`src/design/xtse_cfg.svh`:
```
`ifndef XTSE_CFG_SVH
`define XTSE_CFG_SVH
// Opcode match patterns and masks on the 12-bit word
`define OPC_DIR_MASK 12'hf_f8
`define OPC_DIR_VAL 12'h0_00
`define OPC_LXOR_MASK 12'hf_00
`define OPC_LXOR_VAL 12'hf_00
`define OPC_RXOR_MASK 12'hf_c0
`define OPC_RXOR_VAL 12'h1_80
`define OPC_RSUB_MASK 12'hf_c0
`define OPC_RSUB_VAL 12'h0_80
`define OPC_SWAP_MASK 12'hf_c0
`define OPC_SWAP_VAL 12'h3_80
`define DEST_BIT 5
`define PORT_FIRST 3'h5
`define PORT_LAST 3'h7
`define ACC_RST 8'h00
`define DIR_RST 8'hff
`endif

```
`src/design/xtse_pkg.sv`:
```
package xtse_pkg;
    typedef enum logic [5:0] {
        OP_NONE = 6'b00_0001,
        OP_DIR = 6'b00_0010,
        OP_LXOR = 6'b00_0100,
        OP_RXOR = 6'b00_1000,
        OP_RSUB = 6'b01_0000,
        OP_SWAP = 6'b10_0000
    } op_t;
    typedef struct packed {
        logic z;
        logic dc;
        logic c;
    } flags_t;
    typedef struct packed {
        logic we;
        logic [4:0] addr;
        logic [7:0] data;
    } file_wr_t;
endpackage

```
`src/design/op_decode.sv`:
```
`include "xtse_cfg.svh"
module op_decode (
    input wire logic [11:0] word,
    output xtse_pkg::op_t op
);
    function automatic logic hit(input logic [11:0] w, input logic [11:0] m, input logic [11:0] v);
        hit = (w & m) == v;
    endfunction
    wire is_dir = hit(word, `OPC_DIR_MASK, `OPC_DIR_VAL) && word[2:0] >= `PORT_FIRST;
    wire is_lxor = hit(word, `OPC_LXOR_MASK, `OPC_LXOR_VAL);
    wire is_rxor = hit(word, `OPC_RXOR_MASK, `OPC_RXOR_VAL);
    wire is_rsub = hit(word, `OPC_RSUB_MASK, `OPC_RSUB_VAL);
    wire is_swap = hit(word, `OPC_SWAP_MASK, `OPC_SWAP_VAL);
    assign op = is_dir ? xtse_pkg::OP_DIR :
                is_lxor ? xtse_pkg::OP_LXOR :
                is_rxor ? xtse_pkg::OP_RXOR :
                is_rsub ? xtse_pkg::OP_RSUB :
                is_swap ? xtse_pkg::OP_SWAP : xtse_pkg::OP_NONE;
endmodule

```
`src/design/xor_port_direction_load_sub_execute.sv`:
```
// What this block does
// - Direction load copies accumulator to port 5-7
// - Direction load: upper nine bits zero
// - Literal XOR into accumulator, zero flag only
// - Register XOR with accumulator, zero flag only
// - Destination bit picks accumulator or register
// - Carry clear on borrow, set otherwise
// - Subtract register minus accumulator, C DC Z
// - Nibble exchange, flags unchanged
`include "xtse_cfg.svh"
module xor_port_direction_load_sub_execute (
    input wire logic mclk,
    input wire logic rstn,
    input wire logic exec_en,
    input wire logic [11:0] word,
    input wire logic [7:0] file_rdata,
    input wire xtse_pkg::flags_t flags_in,
    output logic [4:0] file_raddr,
    output xtse_pkg::file_wr_t file_wr_ff,
    output xtse_pkg::flags_t flags_ff,
    output logic [7:0] acc_ff,
    output logic [7:0] dir5_ff,
    output logic [7:0] dir6_ff,
    output logic [7:0] dir7_ff,
    output logic known_op
);
    xtse_pkg::op_t op;
    op_decode u_dec (
        .word(word),
        .op(op)
    );
    assign known_op = op != xtse_pkg::OP_NONE;
    assign file_raddr = word[4:0];
    wire to_reg = word[`DEST_BIT];
    wire go = exec_en && known_op;
    wire [8:0] diff = {1'b0, file_rdata} - {1'b0, acc_ff};
    wire [4:0] ldiff = {1'b0, file_rdata[3:0]} - {1'b0, acc_ff[3:0]};
    wire [7:0] swapped = {file_rdata[3:0], file_rdata[7:4]};
    logic [7:0] result;
    always_comb begin
        case (op)
            xtse_pkg::OP_LXOR: result = acc_ff ^ word[7:0];
            xtse_pkg::OP_RXOR: result = acc_ff ^ file_rdata;
            xtse_pkg::OP_RSUB: result = diff[7:0];
            xtse_pkg::OP_SWAP: result = swapped;
            default: result = acc_ff;
        endcase
    end
    wire writes_data = op == xtse_pkg::OP_RXOR || op == xtse_pkg::OP_RSUB || op == xtse_pkg::OP_SWAP;
    wire nxt_to_acc = go && (op == xtse_pkg::OP_LXOR || (writes_data && !to_reg));
    wire nxt_to_reg = go && writes_data && to_reg;
    xtse_pkg::flags_t nxt_flags;
    always_comb begin
        nxt_flags = flags_in;
        if (go && (op == xtse_pkg::OP_LXOR || op == xtse_pkg::OP_RXOR || op == xtse_pkg::OP_RSUB)) begin
            nxt_flags.z = result == 8'h00;
        end
        if (go && op == xtse_pkg::OP_RSUB) begin
            nxt_flags.c = ~diff[8];
            nxt_flags.dc = ~ldiff[4];
        end
    end
    wire ld5 = go && op == xtse_pkg::OP_DIR && word[2:0] == 3'h5;
    wire ld6 = go && op == xtse_pkg::OP_DIR && word[2:0] == 3'h6;
    wire ld7 = go && op == xtse_pkg::OP_DIR && word[2:0] == `PORT_LAST;

    // Accumulator only moves on a result aimed at it
    always_ff @(posedge mclk or negedge rstn) begin
        if (!rstn) begin
            acc_ff <= `ACC_RST;
        end else if (nxt_to_acc) begin
            acc_ff <= result;
        end
    end

    // Flags follow the core unless an instruction changes them
    always_ff @(posedge mclk or negedge rstn) begin
        if (!rstn) begin
            flags_ff <= '0;
        end else begin
            flags_ff <= nxt_flags;
        end
    end

    // Write request lasts one cycle
    always_ff @(posedge mclk or negedge rstn) begin
        if (!rstn) begin
            file_wr_ff <= '0;
        end else begin
            file_wr_ff <= '{we: nxt_to_reg, addr: word[4:0], data: result};
        end
    end

    always_ff @(posedge mclk or negedge rstn) begin
        if (!rstn) begin
            dir5_ff <= `DIR_RST;
        end else if (ld5) begin
            dir5_ff <= acc_ff;
        end
    end

    always_ff @(posedge mclk or negedge rstn) begin
        if (!rstn) begin
            dir6_ff <= `DIR_RST;
        end else if (ld6) begin
            dir6_ff <= acc_ff;
        end
    end

    always_ff @(posedge mclk or negedge rstn) begin
        if (!rstn) begin
            dir7_ff <= `DIR_RST;
        end else if (ld7) begin
            dir7_ff <= acc_ff;
        end
    end

    // Direction loads
    a_dir_load: assert property (@(posedge mclk) disable iff (!rstn)
        ld6 |=> dir6_ff == $past(acc_ff)) else $error("direction load wrong");
    a_dir5_load: assert property (@(posedge mclk) disable iff (!rstn)
        ld5 |=> dir5_ff == $past(acc_ff)) else $error("direction five load wrong");
    a_dir7_load: assert property (@(posedge mclk) disable iff (!rstn)
        ld7 |=> dir7_ff == $past(acc_ff)) else $error("direction seven load wrong");
    a_dir_low_port: assert property (@(posedge mclk) disable iff (!rstn)
        (exec_en && word[11:3] == 9'h000 && word[2:0] < 3'h5) |=> $stable(dir5_ff) && $stable(dir6_ff)
        && $stable(dir7_ff)) else $error("low port changed a direction register");
    a_dir_side_effect: assert property (@(posedge mclk) disable iff (!rstn)
        (go && op == xtse_pkg::OP_DIR) |=> $stable(acc_ff) && !file_wr_ff.we)
        else $error("direction load disturbed accumulator or file");

    // Decode
    a_dir_decode: assert property (@(posedge mclk) disable iff (!rstn)
        (exec_en && word[11:3] != 9'h000 && word[11:8] != 4'hf) |=> $stable(dir5_ff))
        else $error("direction changed by other word");
    a_dir_other_hold: assert property (@(posedge mclk) disable iff (!rstn)
        (exec_en && word[11:3] != 9'h000) |=> $stable(dir6_ff) && $stable(dir7_ff))
        else $error("direction six or seven changed by other word");
    a_dir_known: assert property (@(posedge mclk) disable iff (!rstn)
        (word[11:3] == 9'h000 && word[2:0] >= 3'h5) |-> known_op)
        else $error("direction load not recognised");
    a_unknown_idle: assert property (@(posedge mclk) disable iff (!rstn)
        (exec_en && !known_op) |=> !file_wr_ff.we && $stable(acc_ff) && flags_ff == $past(flags_in))
        else $error("unknown word had an effect");

    // Literal exclusive-or
    a_lxor_acc: assert property (@(posedge mclk) disable iff (!rstn)
        (go && op == xtse_pkg::OP_LXOR) |=> acc_ff == ($past(acc_ff) ^ $past(word[7:0]))
        && flags_ff.c == $past(flags_in.c)) else $error("literal xor wrong");
    a_lxor_zero: assert property (@(posedge mclk) disable iff (!rstn)
        (go && op == xtse_pkg::OP_LXOR) |=> flags_ff.z == (($past(acc_ff) ^ $past(word[7:0])) == 8'h00)
        && flags_ff.dc == $past(flags_in.dc)) else $error("literal xor flags wrong");
    a_lxor_no_write: assert property (@(posedge mclk) disable iff (!rstn)
        (go && op == xtse_pkg::OP_LXOR) |=> !file_wr_ff.we) else $error("literal xor wrote the file");

    // Register exclusive-or, subtract and destination
    a_rxor_zero: assert property (@(posedge mclk) disable iff (!rstn)
        (go && op == xtse_pkg::OP_RXOR) |=> flags_ff.z == ($past(acc_ff) == $past(file_rdata)))
        else $error("register xor zero flag wrong");
    a_rxor_flags: assert property (@(posedge mclk) disable iff (!rstn)
        (go && op == xtse_pkg::OP_RXOR) |=> flags_ff.c == $past(flags_in.c) && flags_ff.dc == $past(flags_in.dc))
        else $error("register xor touched carry flags");
    a_rxor_data: assert property (@(posedge mclk) disable iff (!rstn)
        (go && op == xtse_pkg::OP_RXOR && to_reg) |=> file_wr_ff.data == ($past(acc_ff) ^ $past(file_rdata))
        && file_wr_ff.addr == $past(word[4:0])) else $error("register xor write wrong");
    a_dest_acc: assert property (@(posedge mclk) disable iff (!rstn)
        (go && op == xtse_pkg::OP_RXOR && !to_reg) |=> !file_wr_ff.we
        && acc_ff == ($past(acc_ff) ^ $past(file_rdata))) else $error("accumulator destination wrong");
    a_dest_reg: assert property (@(posedge mclk) disable iff (!rstn)
        (go && op == xtse_pkg::OP_RXOR && to_reg) |=> file_wr_ff.we && $stable(acc_ff))
        else $error("destination not honoured");
    a_sub_carry: assert property (@(posedge mclk) disable iff (!rstn)
        (go && op == xtse_pkg::OP_RSUB) |=> flags_ff.c == ($past(file_rdata) >= $past(acc_ff)))
        else $error("borrow carry wrong");
    a_sub_value: assert property (@(posedge mclk) disable iff (!rstn)
        (go && op == xtse_pkg::OP_RSUB && !to_reg) |=> acc_ff == 8'($past(file_rdata) - $past(acc_ff)))
        else $error("subtract result wrong");
    a_sub_dest_reg: assert property (@(posedge mclk) disable iff (!rstn)
        (go && op == xtse_pkg::OP_RSUB && to_reg) |=> file_wr_ff.we && $stable(acc_ff)
        && file_wr_ff.data == 8'($past(file_rdata) - $past(acc_ff))) else $error("subtract write wrong");
    a_sub_zero: assert property (@(posedge mclk) disable iff (!rstn)
        (go && op == xtse_pkg::OP_RSUB) |=> flags_ff.z == ($past(file_rdata) == $past(acc_ff)))
        else $error("subtract zero flag wrong");
    a_sub_digit: assert property (@(posedge mclk) disable iff (!rstn)
        (go && op == xtse_pkg::OP_RSUB) |=> flags_ff.dc == ($past(file_rdata[3:0]) >= $past(acc_ff[3:0])))
        else $error("subtract digit carry wrong");

    // Nibble exchange
    a_swap_flags: assert property (@(posedge mclk) disable iff (!rstn)
        (go && op == xtse_pkg::OP_SWAP) |=> flags_ff == $past(flags_in)
        && file_wr_ff.data == {$past(file_rdata[3:0]), $past(file_rdata[7:4])}) else $error("swap wrong");
    a_swap_acc: assert property (@(posedge mclk) disable iff (!rstn)
        (go && op == xtse_pkg::OP_SWAP && !to_reg) |=> acc_ff == {$past(file_rdata[3:0]), $past(file_rdata[7:4])})
        else $error("swap into accumulator wrong");
    a_swap_reg: assert property (@(posedge mclk) disable iff (!rstn)
        (go && op == xtse_pkg::OP_SWAP && to_reg) |=> file_wr_ff.we && $stable(acc_ff)
        && file_wr_ff.addr == $past(word[4:0])) else $error("swap into register wrong");

    // Timing
    a_one_cycle: assert property (@(posedge mclk) disable iff (!rstn)
        (go && writes_data && to_reg) |=> file_wr_ff.we ##1 (!file_wr_ff.we || $past(go && writes_data && to_reg)))
        else $error("write not single cycle");
    a_wr_cause: assert property (@(posedge mclk) disable iff (!rstn)
        file_wr_ff.we |-> $past(go && writes_data && to_reg)) else $error("write without instruction");

    // Main scenarios
    c_dir: cover property (@(posedge mclk) disable iff (!rstn) ld7);
    c_sub_borrow: cover property (@(posedge mclk) disable iff (!rstn) go && op == xtse_pkg::OP_RSUB && diff[8]);
    c_xor_zero: cover property (@(posedge mclk) disable iff (!rstn) go && op == xtse_pkg::OP_RXOR && result == 8'h00);
    c_swap_reg: cover property (@(posedge mclk) disable iff (!rstn) go && op == xtse_pkg::OP_SWAP && to_reg);
    c_lxor: cover property (@(posedge mclk) disable iff (!rstn) go && op == xtse_pkg::OP_LXOR);
endmodule

```
`config.mk`:
```
export PLATFORM = sky130hd
export DESIGN_NAME = xor_port_direction_load_sub_execute
export DESIGN_NICKNAME = d
export VERILOG_FILES = /design/src/design/xtse_pkg.sv /design/src/design/op_decode.sv /design/src/design/xor_port_direction_load_sub_execute.sv
export VERILOG_INCLUDE_DIRS = /design/src /design/src/design
export SDC_FILE = /design/constraint.sdc
export NUM_CORES = 1
export LEC_CHECK = 0
export BUFFER_PORTS_ARGS = -buffer_cell sky130_fd_sc_hd__buf_2
export CORE_ASPECT_RATIO = 1.25
export CORE_MARGIN = 8
export CORE_UTILIZATION = 51
export DETAILED_ROUTE_END_ITERATION = 7
export PLACE_DENSITY_LB_ADDON = 0.08
export SYNTH_ARGS = -nofsm -noshare
export SYNTH_HDL_FRONTEND = slang
export SYNTH_SLANG_ARGS = --single-unit
```
`constraint.sdc`:
```
create_clock -name mclk -period 2.65 [get_ports mclk]
set_input_delay 0.53 -clock mclk [delete_from_list [all_inputs] [get_ports mclk]]
set_output_delay 0.53 -clock mclk [all_outputs]
set_load 0.02 [all_outputs]
```
==> impl_metrics.json <==
{
  "outcome": "complete, no violations",
  "grt_pass1_vias": 2581,
  "post-dp-hpwl_mm": 6.19,
  "required_ns": 2.87,
  "post_cts_buffers": 0,
  "cts.sinks": 49,
  "wl_per_cell_um": 17.9,
  "tightest_slew_ns": 0.794,
  "yosysMostFrequentCell": "nand2_1",
  "fin_skew_ns": 0.00897,
  "path_max_fanout": 6,
  "ir_worst_vdd_mv": 0.360,
  "clkLatencyLatePin_ns": 0.31,
  "netlist.area_leader.share": 0.241,
  "crit_type": "register to register",
  "critPathLaunchType": "register",
  "cts_max_path_buffers": 2,
  "ys_seq_area_frac": 0.479,
  "rows": 29,
  "hold_viol": 0,
  "synthToLayoutAreaGrowth_pct": 28.2,
  "antenna_left": 0,
  "async_flop_share": 1.00,
  "start_util": 0.523,
  "grt_first_pass_wirelength_mm": 12.6,
  "critical_path_arrival_ns": 2.72,
  "p_leak_nw": 1.61,
  "dr.pass1.iters": 4,
  "rsz0062_at_grt": "no",
  "die_w_um": 80.1,
  "period_needed_ns": 2.49,
  "core_mm2": 0.00501,
  "dieArea_mm2": 0.00770,
  "layout-drive-gt1-share": 0.413,
  "cts_made_buffers": 5,
  "cts-hold-fix-buffers": 0,
  "syn_area_per_cell_um2": 9.60,
  "drc_errors": 0,
  "yosysUniqueCellTypes": 55,
  "syn-num-nets": 308,
  "drv_cap": 0,
  "num_vias": 2513,
  "synth_edf_count": 0,
  "drt_iter0_drc": 111,
  "power_w": 0.00221,
  "slew_headroom": 0.470,
  "root_buffer": "clkbuf_8",
  "worst_setup_path_end_kind": "register",
  "clock.fmax_mhz": 401,
  "synth.area.top_cells": "dfstp_2 (24%), dfrtp_1 (24%), o21ai_0 (5.3%), nand2_1 (5.0%), ha_1 (3.8%)",
  "routed_via_density": 5.78,
  "drv_slew": 0,
  "clk_pin_slew_ns": 0.09,
  "fin_ws_ns": 0.158,
  "nets": 407,
  "cts_resized": 0,
  "syn-cell-area_mm2": 0.00262,
  "num_io_pins": 81,
  "yosysTopAreaCell": "dfstp_2",
  "portBuffers": 80,
  "antennaDiodeCount": 0,
  "place_ws_ns": -0.0602,
  "netlist_instances": 273,
  "min_period_over_period": 0.940,
  "wl_mm": 7.79,
  "setup_violations": 0,
  "yosysWarnings": 0,
  "gp_congestion": 0.960,
  "power.density_mw_per_mm2": 657,
  "die_h_um": 96.2,
  "cts_max_level": 2,
  "antenna_found_initial": 0,
  "grtUsageTotal": 0.209,
  "grt-ovfl-total": 0,
  "hold_class": "input pin to async pin",
  "ys_seq_elements": 49,
  "grt_max_degree": 37,
  "tritoncts": "built",
  "synth_ff_type": "dfrtp_1",
  "synthTopCellsByCount": "nand2_1 (35), o21ai_0 (28), dfrtp_1 (25)"
}
critical path, stage by stage, from the launching register on:
cell      delay, ns
dfrtp_1        0.47
inv_1          0.15
ha_1           0.32
o21a_1         0.12
nor3_1         0.13
o311ai_1       0.13
mux2_2         0.31
or4_1          0.54
o31ai_2        0.22
state kept, by name, summed over array words and instances, names as in the netlist:
register	count
dir6_ff	8
dir7_ff	8
file_wr_ff	14
flags_ff	3
dir5_ff	8
acc_ff	8
where the power goes:
part | total, W | internal [W] | switching [W]
registers | 0.000861 | 0.000817 | 0.0000444
clock network | 0.000600 | 0.000342 | 0.000258
logic | 0.000745 | 0.000300 | 0.000445
total | 0.00221 | 0.00146 | 0.000747
routing by layer:
metal | part of all wire | vias up | track usage
li1 | - | 1177 | -
met1 | 0.38 | 1220 | 0.232
met2 | 0.52 | 95 | 0.372
met3 | 0.065 | 21 | 0.0402
met4 | 0.035 | 0 | 0.106
met5 | 0 | - | 0
final timing paths:
kind | from | to | slack, ns | cells after the start
min | rstn | file_wr_ff[13] | 0.29 | 1
min reg2reg | dir5_ff[7] | dir5_ff[7] | 0.48 | 2
max reg2reg | acc_ff[2] | flags_ff[2] | 0.16 | 8
max | acc_ff[2] | flags_ff[2] | 0.16 | 8
min in group mclk | word[2] | file_wr_ff[10] | 0.40 | 1
max in group asynchronous | rstn | dir6_ff[3] | 1.64 | 2
cell usage in the layout, fill, tap and decap left out, types with 2 or more instances in the layout:
cell	n
o21ai_0	28
nor2_1	19
o2111ai_1	3
o221ai_1	4
ha_1	8
a21oi_1	16
nand3_1	5
clkbuf_8	5
buf_2	80
and3_1	3
o21ai_1	3
a31oi_1	2
a221o_1	2
buf_4	29
mux2_2	5
dfrtp_1	25
o211ai_1	2
nand2_1	35
a22oi_1	3
nand2b_1	3
or4_1	2
o22ai_1	3
o21a_1	5
xnor2_1	3
o32ai_1	2
inv_1	16
dfstp_2	24
nor3_1	3
a21o_1	4
a221oi_1	3
layout make-up:
type | count | area [um2]
clock inverter | 2 | 38.8
sequential | 49 | 1260
multi-input combinational | 191 | 1210
fill | 431 | 1650
timing repair buffer | 109 | 618
clock buffer | 6 | 93.8
inverter | 16 | 60.1
tap | 62 | 77.6
cells by family (layout without fill, tap and decap cells):
| family | count (synthesis) | after routing | share of synthesized area |
|---|---|---|---|
| buf+inv | 33 | 133 | 0.0573 |
| simple gates | 81 | 81 | 0.148 |
| xor+xnor | 4 | 4 | 0.0134 |
| fa+ha+maj | 9 | 9 | 0.0458 |
| flops | 49 | 49 | 0.479 |
| compound gates | 91 | 91 | 0.231 |
| mux | 6 | 6 | 0.0253 |
through the flow:
step	hold WS, ns	utilization	std cells	setup TNS [ns]	cell area [um2]
after floorplan	0.234	-	273	0	2620
after detailed placement	0.474	0.644	427	-0.0602	3230
after global placement	0.465	0.644	427	-0.0216	3230
after global routing	0.358	0.671	435	0	3360
final	0.293	0.671	435	0	3360
after CTS	0.329	0.671	435	0	3360
Power figures use the tool's default switching activity.
